File: config.mk
export PLATFORM = sky130hd
export DESIGN_NAME = tnsf_top
export DESIGN_NICKNAME = d
export VERILOG_FILES = /design/src/hdl/tnsf_pkg.sv /design/src/hdl/tnsf_idle_timer.sv /design/src/hdl/tnsf_top.sv
export SDC_FILE = /design/constraint.sdc
export NUM_CORES = 1
export LEC_CHECK = 0
export ABC_AREA = 1
export BUFFER_PORTS_ARGS = -buffer_cell sky130_fd_sc_hd__buf_2
export CORE_MARGIN = 3
export CORE_UTILIZATION = 33
export CTS_CLUSTER_SIZE = 24
export DETAILED_ROUTE_END_ITERATION = 6
export GPL_ROUTABILITY_DRIVEN = 0
export SLEW_MARGIN = 10
export SYNTH_ARGS = -nofsm -noshare
export SYNTH_HDL_FRONTEND = slang
export SYNTH_SLANG_ARGS = --single-unit
File: constraint.sdc
create_clock -name pclk -period 2.5 [get_ports pclk]
set_input_delay 0.375 -clock pclk [delete_from_list [all_inputs] [get_ports pclk]]
set_output_delay 0.375 -clock pclk [all_outputs]
set_load 0.01 [all_outputs]
File: src/hdl/tnsf_pkg.sv
/*
 * Package for the token node status flag block.
 * Holds register offsets, bit positions, reset values, command codes and timing.
 * Assumes a 25 MHz APB clock and 32-bit APB data.
 */
package tnsf_pkg;
	// APB register byte offsets.
	localparam logic [7:0] TNSF_OFF_STATUS  = 8'h00; // Node status flags, read only.
	localparam logic [7:0] TNSF_OFF_MASK    = 8'h04; // Interrupt mask register.
	localparam logic [7:0] TNSF_OFF_CMD     = 8'h08; // Command register, write only.
	localparam logic [7:0] TNSF_OFF_STNID   = 8'h0C; // Station identifier register.
	localparam logic [7:0] TNSF_OFF_IRQSTAT = 8'h10; // Sticky interrupt status, W1C.
	// Status bit positions.
	localparam int TNSF_B_RXINH = 7; // Receive inhibited.
	localparam int TNSF_B_RST   = 4; // Reset occurred.
	localparam int TNSF_B_TEST  = 3; // Test bit.
	localparam int TNSF_B_RECON = 2; // Reconfiguration.
	localparam int TNSF_B_TXACK = 1; // Transmit acknowledged.
	localparam int TNSF_B_TXAV  = 0; // Transmitter available.
	// Bits that may raise an interrupt.
	localparam logic [7:0] TNSF_IRQ_BITS = 8'h85;
	// Reset values.
	localparam logic [7:0] TNSF_MASK_RST  = 8'h00;
	localparam logic [7:0] TNSF_STNID_RST = 8'h00;
	// Command codes, in bits 3:0 of the command write; page in bits 6:4.
	localparam logic [3:0] TNSF_CMD_TXDIS = 4'h1; // Transmitter disable.
	localparam logic [3:0] TNSF_CMD_TXEN  = 4'h3; // Transmit from page.
	localparam logic [3:0] TNSF_CMD_RXEN  = 4'h4; // Receive to page.
	localparam logic [3:0] TNSF_CMD_CLR   = 4'h6; // Flag clear.
	localparam logic [3:0] TNSF_CMD_SWRST = 4'h8; // Software reset.
	localparam logic [7:0] TNSF_ZERO8 = 8'h00;
	localparam logic [31:0] TNSF_ZERO32 = 32'h0000_0000;
	// Line idle time in nanoseconds and the clock rate.
	localparam int TNSF_IDLE_NS = 20500;
	localparam int TNSF_CLK_MHZ = 25;
	localparam int TNSF_IDLE_CYC = (TNSF_IDLE_NS * TNSF_CLK_MHZ) / 1000;
endpackage

File: src/hdl/tnsf_idle_timer.sv
/*
 * Line idle timer for the token node status flag block.
 * Assumes the receive line input is synchronous to pclk.
 */
`timescale 1ns/10ps
`default_nettype none
module tnsf_idle_timer #(
	parameter int IDLE_CYC = 512
) (
	input  wire logic pclk,
	input  wire logic presetn,
	input  wire logic clk_en,
	input  wire logic line_active,
	output logic      expired
);
	logic [31:0] cnt_ff; // Idle cycles counted so far.

	// Counts idle cycles; restarts on activity; pulses once on reaching the limit.
	always_ff @(posedge pclk or negedge presetn) begin
		if (!presetn) begin
			cnt_ff <= 32'h0000_0000;
		end else if (clk_en) begin
			if (line_active) begin
				cnt_ff <= 32'h0000_0000;
			end else if (cnt_ff < IDLE_CYC) begin
				cnt_ff <= cnt_ff + 32'h0000_0001;
			end
		end
	end

	// The expiry pulse is high for the one cycle the count reaches its end.
	assign expired = clk_en && !line_active && (cnt_ff == (IDLE_CYC - 1));
endmodule
`default_nettype wire

File: src/hdl/tnsf_top.sv
/*
 * Token node status flag register bank with APB slave and interrupt logic.
 * Assumes the rx and tx engines give one-cycle event pulses on pclk.
 */
`timescale 1ns/10ps
`default_nettype none
module tnsf_top
	import tnsf_pkg::*;
#(
	parameter int IDLE_CYC = tnsf_pkg::TNSF_IDLE_CYC
) (
	input  wire logic        pclk,
	input  wire logic        presetn,
	input  wire logic        clk_en,
	input  wire logic        psel,
	input  wire logic        penable,
	input  wire logic        pwrite,
	input  wire logic [7:0]  paddr,
	input  wire logic [31:0] pwdata,
	output logic             pready,
	output logic             pslverr,
	output logic [31:0]      prdata,
	input  wire logic        line_receive_input,
	input  wire logic        rx_stored,
	input  wire logic        rx_request,
	output logic             rx_accept,
	output logic             rx_nak,
	input  wire logic        tx_acked_evt,
	input  wire logic        tx_broadcast,
	input  wire logic        tx_done,
	input  wire logic        token_rx,
	output logic             tx_go,
	output logic [2:0]       tx_page,
	output logic [2:0]       rx_page,
	output logic             irq
);
	import tnsf_pkg::*;

	logic       receive_inhibited_ff; // Receiver is not enabled.
	logic       rst_seen_ff;          // A reset has occurred.
	logic       recon_ff;             // Reconfiguration seen.
	logic       tx_acked_ff;          // Last transmit was acknowledged.
	logic       tx_available_ff;      // Transmitter free.
	logic       tx_pending_ff;        // Transmit enabled, waiting for the token.
	logic [7:0] irq_mask_reg_ff;      // Interrupt mask.
	logic [7:0] irq_stat_ff;          // Sticky interrupt status.
	logic [7:0] station_id_reg_ff;    // Station identifier.
	logic [2:0] rx_page_ff;           // Page named by last receive enable.
	logic [2:0] tx_page_ff;           // Page named by last transmit enable.
	logic [31:0] prdata_ff;           // Registered read data.
	logic        line_expired;        // Idle timer expiry pulse.
	logic [7:0]  node_status;         // Assembled status byte.
	logic [7:0]  nxt_irq_stat;        // Next sticky interrupt status.
	logic        wr_acc;              // APB write in its access phase.
	logic        rd_acc;              // APB read in its setup phase.
	logic        cmd_wr;              // Command register write.
	logic [3:0]  cmd_code;            // Command code field.
	logic        cmd_rxen;            // Receive enable command.
	logic        cmd_txen;            // Transmit enable command.
	logic        cmd_txdis;           // Transmitter disable command.
	logic        cmd_clr;             // Flag clear command.
	logic        cmd_swrst;           // Software reset command.
	logic        id_zero_wr;          // Zero written to the station id.
	logic        tx_start;            // Token taken with a transmit pending.

	// Returns true when the address matches a mapped register.
	function automatic logic tnsf_mapped(input logic [7:0] a);
		tnsf_mapped = (a == TNSF_OFF_STATUS) || (a == TNSF_OFF_MASK) ||
			(a == TNSF_OFF_CMD) || (a == TNSF_OFF_STNID) || (a == TNSF_OFF_IRQSTAT);
	endfunction

	// Line idle timer; any high level on the line counts as activity.
	tnsf_idle_timer #(
		.IDLE_CYC (IDLE_CYC)
	) u_idle (
		.pclk        (pclk),
		.presetn     (presetn),
		.clk_en      (clk_en),
		.line_active (line_receive_input),
		.expired     (line_expired)
	);

	// APB decode; the slave always answers in the access cycle.
	assign wr_acc   = psel && penable && pwrite && clk_en;
	assign rd_acc   = psel && !penable && !pwrite && clk_en;
	assign pready   = 1'b1;
	assign pslverr  = psel && penable && !tnsf_mapped(paddr);
	assign cmd_wr   = wr_acc && (paddr == TNSF_OFF_CMD);
	assign cmd_code = pwdata[3:0];
	assign cmd_rxen  = cmd_wr && (cmd_code == TNSF_CMD_RXEN);
	assign cmd_txen  = cmd_wr && (cmd_code == TNSF_CMD_TXEN);
	assign cmd_txdis = cmd_wr && (cmd_code == TNSF_CMD_TXDIS);
	assign cmd_clr   = cmd_wr && (cmd_code == TNSF_CMD_CLR);
	assign cmd_swrst = cmd_wr && (cmd_code == TNSF_CMD_SWRST);
	assign id_zero_wr = wr_acc && (paddr == TNSF_OFF_STNID) && (pwdata[7:0] == TNSF_ZERO8);
	assign tx_start  = clk_en && token_rx && tx_pending_ff;

	// Status byte: bits six, five and three read zero.
	always_comb begin
		node_status = TNSF_ZERO8;
		node_status[TNSF_B_RXINH] = receive_inhibited_ff;
		node_status[TNSF_B_RST]   = rst_seen_ff;
		node_status[TNSF_B_RECON] = recon_ff;
		node_status[TNSF_B_TXACK] = tx_acked_ff;
		node_status[TNSF_B_TXAV]  = tx_available_ff;
	end

	// Receive inhibit; a stored packet sets it and wins over a same-cycle enable.
	always_ff @(posedge pclk or negedge presetn) begin
		if (!presetn) begin
			receive_inhibited_ff <= 1'b1;
			rx_page_ff <= 3'h0;
		end else if (clk_en) begin
			if (cmd_swrst) begin
				receive_inhibited_ff <= 1'b1;
			end else if (rx_stored && !receive_inhibited_ff) begin
				receive_inhibited_ff <= 1'b1;
			end else if (cmd_rxen) begin
				receive_inhibited_ff <= 1'b0;
				rx_page_ff <= pwdata[6:4];
			end
		end
	end

	// The receiver accepts only while enabled, otherwise it NAKs.
	assign rx_accept = rx_request && !receive_inhibited_ff;
	assign rx_nak    = rx_request && receive_inhibited_ff;
	assign rx_page   = rx_page_ff;

	// Reset-occurred flag; set events win over the clear.
	always_ff @(posedge pclk or negedge presetn) begin
		if (!presetn) begin
			rst_seen_ff <= 1'b1;
		end else if (clk_en) begin
			if (cmd_swrst || id_zero_wr) begin
				rst_seen_ff <= 1'b1;
			end else if (cmd_clr) begin
				rst_seen_ff <= 1'b0;
			end
		end
	end

	// Reconfiguration flag; timer expiry wins over the clear.
	always_ff @(posedge pclk or negedge presetn) begin
		if (!presetn) begin
			recon_ff <= 1'b0;
		end else if (clk_en) begin
			if (line_expired) begin
				recon_ff <= 1'b1;
			end else if (cmd_clr || cmd_swrst) begin
				recon_ff <= 1'b0;
			end
		end
	end

	// Transmit acknowledged flag; broadcast acknowledgements are ignored.
	always_ff @(posedge pclk or negedge presetn) begin
		if (!presetn) begin
			tx_acked_ff <= 1'b0;
		end else if (clk_en) begin
			if (tx_acked_evt && !tx_broadcast) begin
				tx_acked_ff <= 1'b1;
			end else if (cmd_txen || cmd_swrst) begin
				tx_acked_ff <= 1'b0;
			end
		end
	end

	// Transmitter available; cleared only when the token arrives after enable.
	always_ff @(posedge pclk or negedge presetn) begin
		if (!presetn) begin
			tx_available_ff <= 1'b1;
			tx_pending_ff   <= 1'b0;
			tx_page_ff      <= 3'h0;
		end else if (clk_en) begin
			if (tx_done || cmd_txdis || cmd_swrst) begin
				tx_available_ff <= 1'b1;
				tx_pending_ff   <= 1'b0;
			end else if (cmd_txen) begin
				tx_pending_ff <= 1'b1;
				tx_page_ff    <= pwdata[6:4];
			end else if (tx_start) begin
				tx_available_ff <= 1'b0;
				tx_pending_ff   <= 1'b0;
			end
		end
	end

	// Transmit start pulse to the transmit engine.
	assign tx_go   = tx_start;
	assign tx_page = tx_page_ff;

	// Station id register; a write of zero marks a reset.
	always_ff @(posedge pclk or negedge presetn) begin
		if (!presetn) begin
			station_id_reg_ff <= TNSF_STNID_RST;
		end else if (wr_acc && (paddr == TNSF_OFF_STNID)) begin
			station_id_reg_ff <= pwdata[7:0];
		end
	end

	// Interrupt mask register.
	always_ff @(posedge pclk or negedge presetn) begin
		if (!presetn) begin
			irq_mask_reg_ff <= TNSF_MASK_RST;
		end else if (wr_acc && (paddr == TNSF_OFF_MASK)) begin
			irq_mask_reg_ff <= pwdata[7:0] & TNSF_IRQ_BITS;
		end
	end

	// Sticky status follows the flag levels; write one clears, set wins.
	always_comb begin
		nxt_irq_stat = irq_stat_ff;
		if (wr_acc && (paddr == TNSF_OFF_IRQSTAT)) begin
			nxt_irq_stat = nxt_irq_stat & ~pwdata[7:0];
		end
		nxt_irq_stat = nxt_irq_stat | (node_status & TNSF_IRQ_BITS);
	end

	// Sticky interrupt status register.
	always_ff @(posedge pclk or negedge presetn) begin
		if (!presetn) begin
			irq_stat_ff <= TNSF_ZERO8;
		end else if (clk_en) begin
			irq_stat_ff <= nxt_irq_stat;
		end
	end

	// Level interrupt while any unmasked sticky bit is set.
	assign irq = |(irq_stat_ff & irq_mask_reg_ff);

	// Read data is captured at the setup edge, so the flop already holds it
	// during the access phase; reads have no side effect.
	always_ff @(posedge pclk or negedge presetn) begin
		if (!presetn) begin
			prdata_ff <= TNSF_ZERO32;
		end else if (rd_acc) begin
			case (paddr)
				TNSF_OFF_STATUS:  prdata_ff <= {24'h000000, node_status};
				TNSF_OFF_MASK:    prdata_ff <= {24'h000000, irq_mask_reg_ff};
				TNSF_OFF_STNID:   prdata_ff <= {24'h000000, station_id_reg_ff};
				TNSF_OFF_IRQSTAT: prdata_ff <= {24'h000000, irq_stat_ff};
				default:          prdata_ff <= TNSF_ZERO32;
			endcase
		end
	end

	// Read data from the flop, valid throughout the access phase.
	always_comb begin
		prdata = prdata_ff;
	end
endmodule
`default_nettype wire

Yosys cells after proc, flatten, opt, wreduce, memory -nomap -nowiden
Index checks and enable logic that the tools add are counted.
- register bits: 95
- latch bits: 0
- RAM bits: 0
- ROM bits: 0
- input bits: 53
- memories: 0
- add/subtract/negate cells: 1
- $mul: 0
- divide/modulo/power cells: 0
- magnitude comparators: 1
- equality and inequality tests: 11
- shift-type cells: 0
- mux-type cells: 18
- bitwise operators: 7
- reduce and logical (&&, ||, !) cells: 59
- operators by type and width (cell ; number):
    2-to-1 mux 32 bit ; 2
    adder 32 x 1 -> 32 bit (second input constant) ; 1
    equality test 32 x 9 -> 1 bit (second input constant) ; 1
    less-than comparator 32 x 10 -> 1 bit (second input constant) ; 1
    case mux 8 bit (4 select lines) ; 1
    logical AND 1 bit ; 25
    AND 8 bit ; 2
    equality test 8 x 4 -> 1 bit (second input constant) ; 2
    zero test 8 bit ; 2
    2-to-1 mux 1 bit ; 14
    AND reduction 2 bit ; 6
    nonzero test 2 bit ; 5
    logical OR 1 bit ; 9
    equality test 4 x 3 -> 1 bit (second input constant) ; 2
    equality test 8 x 3 -> 1 bit (second input constant) ; 1
    equality test 8 x 5 -> 1 bit (second input constant) ; 1
    2-to-1 mux 8 bit ; 1
    NOT 8 bit ; 1
    bitwise OR 8 bit ; 1
    OR reduction 8 bit ; 1
    zero test 1 bit ; 6
    AND reduction 3 bit ; 2
    nonzero test 3 bit ; 2
    equality test 4 x 1 -> 1 bit (second input constant) ; 1
    5 further kinds ; 7

Depth between registers and ports, before layout
Gate-level depths: netlist of the first run.
- word-level depth: 9
- mapped depth: 9
- mapped depth without buffers: 9

By module
A second synthesis of the first run with hierarchy kept.
- cell total of the unflattened synthesis: 471
- area total of the unflattened synthesis: 3684.8 um^2
- modules (own cells, without submodules) (module ; instances ; cells each ; area an instance (um^2) ; sequential area each (um^2)):
    tnsf_top ; 1 ; 285 ; 2200.9 ; 979.7
    tnsf_idle_timer ; 1 ; 186 ; 1483.9 ; 800.8

Least setup slack after synthesis of the first run
Ideal clock, no wire load.
- path type: input-to-output
- start point: input paddr[5]
- end point: output pslverr
- data arrival time: 1.135 ns
- required time: 2.125 ns
- slack: 0.990 ns
- stages: 8
- buffers on the path: 0
- cell sequence: nor2_1 nand2_2 clkinv_2 nand2_1 inv_1 nor2_1 nand3_1 nor3_1
- word-level cells in the longest chain between the ends: 7
- elaborated cells between the ends (all ways): 11
- those cells by class: 4 x eq/ne; 7 x reduce/logical
- RTL lines (what ; line ; source):
    from (decl) ; tnsf_top.sv:18 ; input wire logic [7:0] paddr,
    equality test 8 x 3 -> 1 bit or zero test 8 bit (tied branches) ; tnsf_top.sv:68 ; tnsf_mapped = (a == TNSF_OFF_STATUS) || (a == TNSF_OFF_MASK) ||
    logical OR 1 bit (2 in a row) ; tnsf_top.sv:68 ;
    logical OR 1 bit ; tnsf_top.sv:69 ; (a == TNSF_OFF_CMD) || (a == TNSF_OFF_STNID) || (a == TNSF_OFF_IRQSTAT);
    logical OR 1 bit * ; tnsf_top.sv:69 ;
    zero test 1 bit * ; tnsf_top.sv:87 ; assign pslverr = psel && penable && !tnsf_mapped(paddr);
    logical AND 1 bit * ; tnsf_top.sv:87 ;
    to (decl) ; tnsf_top.sv:21 ; output logic pslverr,
Every way passes the cells marked *; elsewhere a longest branch is shown, timed or not.

Final worst setup path of the first run
Ends and elaborated chain as after synthesis.

==> summary.md, run 1 <==
| Metric | Value |
|---|---|
| Status | completed |
| Crit path buf inv count | 2 |
| DR iter-0 viols | 137 |
| Core area | around 0.011 sq mm |
| Remaining global-route overflow | 0 |
| WHS | 0.0659 ns |
| Via count of the first global-routing pass | 2944 |
| Initial antenna violation count | 0 |
| Flop pwr share | 0.472 |
| Async SR Flop Fraction | 1.00 |
| Overall Power | 2490 uW |
| Comb power frac | 0.071 |
| Cell area after layout | 0.00428 sq mm |
| Clk buf depth | 2 |
| Seq/Total Area, Yosys | 0.477 |
| Worst Tran Pin Value | slightly above 0.6 ns |
| Maximum clock rate | roughly 0.55 GHz |
| P_sw | 585 uW |
| Net Sw Frac | 0.235 |
| CTS tree | built |
| Pre-CTS worst setup slack | 0.671 ns |
| Post-DP HPWL | 6.00 mm |
| Clk root buf | clkbuf_16 |
| Crit path time final | 1.83 ns |
| Final WL | 8.01 mm |
| Post-synthesis cell count | 482 |
| Final Slew Violations | 0 |
| Post-synthesis register bit count | ~70 |
| DRC | 0 |
| Skew final | 0.00904 ns |
| Slowest cell on the critical path | nor2_1 |
| Dpl cell area | 0.00401 sq mm |
| First-pass GRT wire length | 13.8 mm |
| Setup violators final | 0 |
| PortBufs | 47 |
| MaxCap Viol Count | 0 |
| Fin crit share | 0.733 |
| Drt pass-1 iters | 5 |
| CP most frequent cell | nor2_1 |
| Crit. End Element | output port |
| Internal power | 1910 uW |
| RSZ-0062 raised after global routing | false |
| Synth Area per Inst | 7.75 sq um |
| Top cell family by delay on the critical path | simple AND/OR/NAND/NOR gates |
| # rows | 38 |
| Required time worst endpoint | around 2.1 ns |
| Crit Path Max Fanout | 6 |
| Worst-path clk slew | about 0.05 ns |
| Slew margin rel. | 0.590 |
| Clk pwr share | 0.456 |
| Hold Crit Class | in -> async |
| Routed Antenna Nets | 0 |
| Total GRT Usage | 0.134 |
| P_leak | 0.00234 uW |
| Num CTS Buffers | 9 |
| Vias/cell | 4.40 |
| Power density over the cells | 582 mW/mm^2 |
| Number of synthesis warnings | 0 |
| Most used DFF post-synth | dfrtp_1 |
| Final-report hold violation count | 0 |
| Final WS setup | 0.667 ns |
| Vias | 2980 |
| Sum of negative setup slack | 0 ns |
| Antenna diodes | 0 |
| Largest net degree at the start of global routing | 72 |
| Post-CTS setup buffers | 0 |
| CTS sink cnt | 71 |
| # H-tree levels | 3 |
| Fillers | 1137 |
| Avg WL per Cell | 11.8 microns |
| Peak VDD IR | 0.309 mV |
| IO Count | 97 |
| Post-Syn Area | 0.00373 sq mm |
| # nets final | 586 |
| Worst Path Arrival | 1.46 ns |
| Crit-path max cell delay | between 0.3 and 0.4 ns |
| Synth cell types | 39 |
| Post-cts resize count | 0 |
| Clk_lat worst skew | roughly 0.32 ns |
| Share of cells above drive strength 1 | 0.175 |
| # hold bufs at CTS | 0 |
| Die X | 112 microns |
| Worst setup SP type | input port |
| CP cell instances | buf_2, nor2_1, nand2_2, nor2_1, nor2_1, nand3_1, nor3_1, buf_2 |
| Vert. Die Dim | 112 microns |
| Die ar. | 0.0126 sq mm |
| EDFF count, synth | 0 |
| Initial Utilization | 0.342 |
| P&R area growth vs syn | 14.7% |
| Crit Path Class | in -> out |
registers in the layout, indices dropped and copies added (netlist names):
name and flops:
rst_seen_ff 1, u_idle.cnt_ff 32, prdata 8, irq_mask_reg_ff 3, tx_available_ff 1, irq_stat_ff 8, tx_pending_ff 1, receive_inhibited_ff 1
tx_page 3, rx_page 3, recon_ff 1, tx_acked_ff 1, station_id_reg_ff 8
cell usage in the layout (no fill, tap or decap), drive strengths merged, types with 2 or more instances in the layout:
| cell type | synthesis | final |
|---|---|---|
| nand2 | 154 | 154 |
| nor2 | 75 | 75 |
| dfrtp | 68 | 68 |
| inv | 63 | 63 |
| buf | 30 | 48 |
| nand3 | 34 | 34 |
| conb | 2 | 25 |
| o21ai | 21 | 21 |
| clkbuf | 2 | 13 |
| nand4 | 10 | 10 |
| a21oi | 5 | 5 |
| clkinv | 1 | 4 |
| dfstp | 3 | 3 |
| nor3 | 3 | 3 |
| o21bai | 2 | 2 |
| o21a | 2 | 2 |
stage by stage:
step / instances / util
6_report: 677 / 0.392
3_3_place_gp: 661 / 0.367
5_1_grt: 677 / 0.392
4_1_cts: 677 / 0.392
3_5_place_dp: 661 / 0.367
2_1_floorplan: 505 / -
cell usage after synthesis, types with 3 or more instances:
library cell / instances / area, sq um
nor2_2: 6 / 37.5
o21ai_0: 13 / 65.1
nand3_1: 33 / 165
inv_1: 61 / 229
nand4_1: 9 / 56.3
dfrtp_1: 68 / 1700
nand2_2: 4 / 25.0
buf_4: 27 / 203
o21ai_2: 7 / 61.3
nand2_1: 148 / 556
nor2_1: 67 / 251
a21oi_1: 3 / 15.0
dfstp_2: 3 / 78.8
layout make-up:
cell class	count	area [sq um]	share of cell area
Multi-Input combinational cell	338	1560	0.364
Clock buffer	13	250	0.0584
Sequential cell	71	1780	0.416
Timing Repair Buffer	48	255	0.0596
Clock inverter	3	18.8	0.00438
Tap cell	140	175	0.0409
Inverter	64	244	0.0570
kinds of logic (layout without fill, tap and decap cells):
logic type	count (synthesis)	in the layout	synth area share
adder cells (fa/ha/maj)	1	1	0.00335
AO/OA/AOI/OAI	31	31	0.0556
flip-flops	71	71	0.477
buffers and inverters	96	128	0.129
AND/OR/NAND/NOR	279	279	0.329
XOR/XNOR	2	2	0.00469
other	2	25	0.00201
metal layers:
| metal | up-vias | routed length (microns) | GRT usage |
|---|---|---|---|
| met1 | 1364 | 3810 | 0.176 |
| met2 | 72 | 3740 | 0.217 |
| li1 | 1535 | - | - |
| met4 | 0 | 91 | 0.0385 |
| met5 | - | 0 | 0 |
| met3 | 9 | 360 | 0.0377 |
worst paths after layout:
path / startpoint / end / slack, ns / cells past startpoint
max: paddr[5] / pslverr / 0.67 / 8
min: presetn / prdata[2]$_DFFE_PN0P_ / 0.07 / 2
max reg2reg: u_idle.cnt_ff[21]$_DFFE_PN0P_ / u_idle.cnt_ff[7]$_DFFE_PN0P_ / 0.87 / 7
min reg2reg: prdata[4]$_DFFE_PN0P_ / prdata[4]$_DFFE_PN0P_ / 0.47 / 2
max in group asynchronous: presetn / rst_seen_ff$_DFFE_PN1P_ / 2.08 / 2
min in group pclk: pwdata[3] / irq_stat_ff[3]$_DFFE_PN0P_ / 0.29 / 2
power by group through the flow:
stage	logic (uW)	registers [uW]	clock network, uW
after floorplan	128	1190	0
after global placement	175	1200	0
after detailed placement	179	1200	0
after CTS	180	1180	1180
after global routing	203	1180	1230
final	178	1180	1140
(Power assumes the default switching activity.)
==> inputs of run 2 (changes only) <==
==> constraint.sdc (replaced) <==
create_clock -name pclk -period 1.8 [get_ports pclk]
set_input_delay 0.27 -clock pclk [delete_from_list [all_inputs] [get_ports pclk]]
set_output_delay 0.27 -clock pclk [all_outputs]
set_load 0.01 [all_outputs]
==> summary.md, run 2 (synthesis gave the netlist of run 1 again) <==
| Metric | Value |
|---|---|
| First-pass GRT wire length | 13.9 mm (+1.2%) |
| Crit Path Max Fanout | 7 (+1) |
| Num CTS Buffers | 9 (unchanged) |
| Avg WL per Cell | 11.8 microns (-0.54%) |
| Clk_lat worst skew | 0.33 ns (about the same) |
| Routed Antenna Nets | 0 (unchanged) |
| MaxCap Viol Count | 0 (unchanged) |
| Die X | 112 microns (unchanged) |
| Hold Crit Class | in -> reg |
| Crit Path Class | in -> out |
| Final-report hold violation count | 0 (unchanged) |
| Initial antenna violation count | 0 (unchanged) |
| DR iter-0 viols | 188 (+37%) |
| CTS tree | built |
| CP cell instances | buf_2, nor2_2, nand2_1, nor2_2, nand2_1, nand3_1, nor3_1, buf_2 |
| Crit-path max cell delay | 0.27 ns (-0.09 ns) |
| Power density over the cells | 812 mW/mm^2 (+40%) |
| Max layer used | met4 |
| Setup slack, reg-to-reg | 0.30 ns (-0.57 ns) |
| Largest net degree at the start of global routing | 72 (unchanged) |
| # nets final | 590 (+0.68%) |
| Commonest non-fill, non-tap cell in the layout | nand2_1 |
| Met2 WL post-DR | 3.74 mm (unchanged) |
| Via count of the first global-routing pass | 2987 (+1.5%) |
| Vert. Die Dim | 112 microns (unchanged) |
| Metal1 wirelength | 3.66 mm (-4.0%) |
| Core area | 0.0109 sq mm (unchanged) |
| Post-DP HPWL | 6.04 mm (+0.73%) |
| Total GRT Usage | 0.134 (+0.000765) |
| P_leak | 0.00237 uW (+1.1%) |
| Largest register FFs | 32 (unchanged) |
| Vias/cell | 4.38 (-0.59%) |
| Crit path time final | 1.61 ns |
| Reg2reg start | u_idle.cnt_ff[21]$_DFFE_PN0P_ |
| Share of cells above drive strength 1 | 0.181 (+0.00610) |
| # H-tree levels | 3 (unchanged) |
| Min-delay src | tx_broadcast |
| DR WL met3 | 531 microns (+48%) |
| # hold bufs at CTS | 1 (+1) |
| IO Count | 97 (unchanged) |
| Vias | 2980 (unchanged) |
| Remaining global-route overflow | 0 (unchanged) |
| Worst Path Arrival | 1.34 ns (-0.12 ns) |
| Status | completed |
| CTS sink cnt | 71 (unchanged) |
| Maximum clock rate | 0.621 GHz |
| Worst setup SP type | input port |
| P&R area growth vs syn | 16.1% |
| RSZ-0062 raised after global routing | false |
| PortBufs | 47 (unchanged) |
| Drt pass-1 iters | 5 (unchanged) |
| Die ar. | 0.0126 sq mm (unchanged) |
| Final Slew Violations | 0 (unchanged) |
| Fin crit share | 0.895 |
| Antenna diodes | 0 (unchanged) |
| Crit. End Element | output port |
| Critical Path Start | paddr[7] |
| Setup violators final | 0 (unchanged) |
| # rows | 38 (unchanged) |
| Post-cts resize count | 0 (unchanged) |
| Sum of negative setup slack | 0 ns (unchanged) |
| Post-CTS setup buffers | 0 (unchanged) |
| Biggest register | u_idle.cnt_ff |
| Worst-path clk slew | 0.05 ns (about the same) |
| Fillers | 1137 (unchanged) |
| Cell area after layout | 0.00434 sq mm (+1.3%) |
| Commonest non-fill, non-tap cells in the layout | 148 x nand2_1, 68 x dfrtp_1, 67 x nor2_1 |
| Initial Utilization | 0.342 (unchanged) |
| Slowest cell on the critical path | nor2_2 |
| Dpl cell area | 0.00405 sq mm (+0.87%) |
| Skew final | 0.0103 ns (+0.00127 ns) |
| Required time worst endpoint | 1.53 ns (-0.59 ns) |
| Clk buf depth | 2 (unchanged) |
| DRC | 0 (unchanged) |
| Peak VDD IR | 0.384 mV (+24%) |
| Clk root buf | clkbuf_16 |
| Final WL | 8.01 mm (about the same) |
## run 2: power breakdown
group | leakage [uW] | switching (uW) | internal [uW]
Combinational | 0.00129 | 182 | 72.6
Clock | 0.000136 | 630 | 1000
Sequential | 0.000943 | 18.3 | 1620
## run 2: final timing paths
path | to | depth (start not counted)
hold reg to reg | rx_page[2]$_DFFE_PN0P_ | 2
setup reg to reg | u_idle.cnt_ff[7]$_DFFE_PN0P_ | 8
min in group asynchronous | prdata[7]$_DFFE_PN0P_ | 3
max in group asynchronous | rst_seen_ff$_DFFE_PN1P_ | 3
setup / recovery | pslverr | 8
hold / removal | tx_acked_ff$_DFFE_PN0P_ | 2
## run 2: layer usage
metal  GRT usage  vias to the layer above
met3      0.0404                        9
met5           0                        -
met1       0.184                     1349
met4      0.0353                        0
li1            -                     1536
met2       0.209                       86
## run 2: metrics by stage
stage	util	setup slack, ns	instances	hold WS [ns]	total power [uW]
after floorplan	-	0.500	505	-0.0256	1840
after global placement	0.370	0.194	664	0.325	1910
after detailed placement	0.370	0.172	664	0.326	1920
after CTS	0.397	0.169	681	0.158	3570
after global routing	0.397	0.0401	681	0.175	3690
final	0.397	0.190	681	0.162	3520
## run 2: worst max-delay path, delay by kind of cell
| kind | cells | cell delay [ns] |
|---|---|---|
| buffers and inverters | 2 | 0.24 |
| and+or+nand+nor | 6 | 0.81 |
## run 2: layout make-up
class                   instances  area [sq um]  share of cell area
clock buffers                  13           260              0.0600
clock inverters                 3          17.5             0.00404
inverters                      64           244              0.0563
multi-input cells             338          1560               0.359
flip-flops and latches         71          1780               0.411
well taps                     140           175              0.0404
repair buffers                 52           300              0.0692
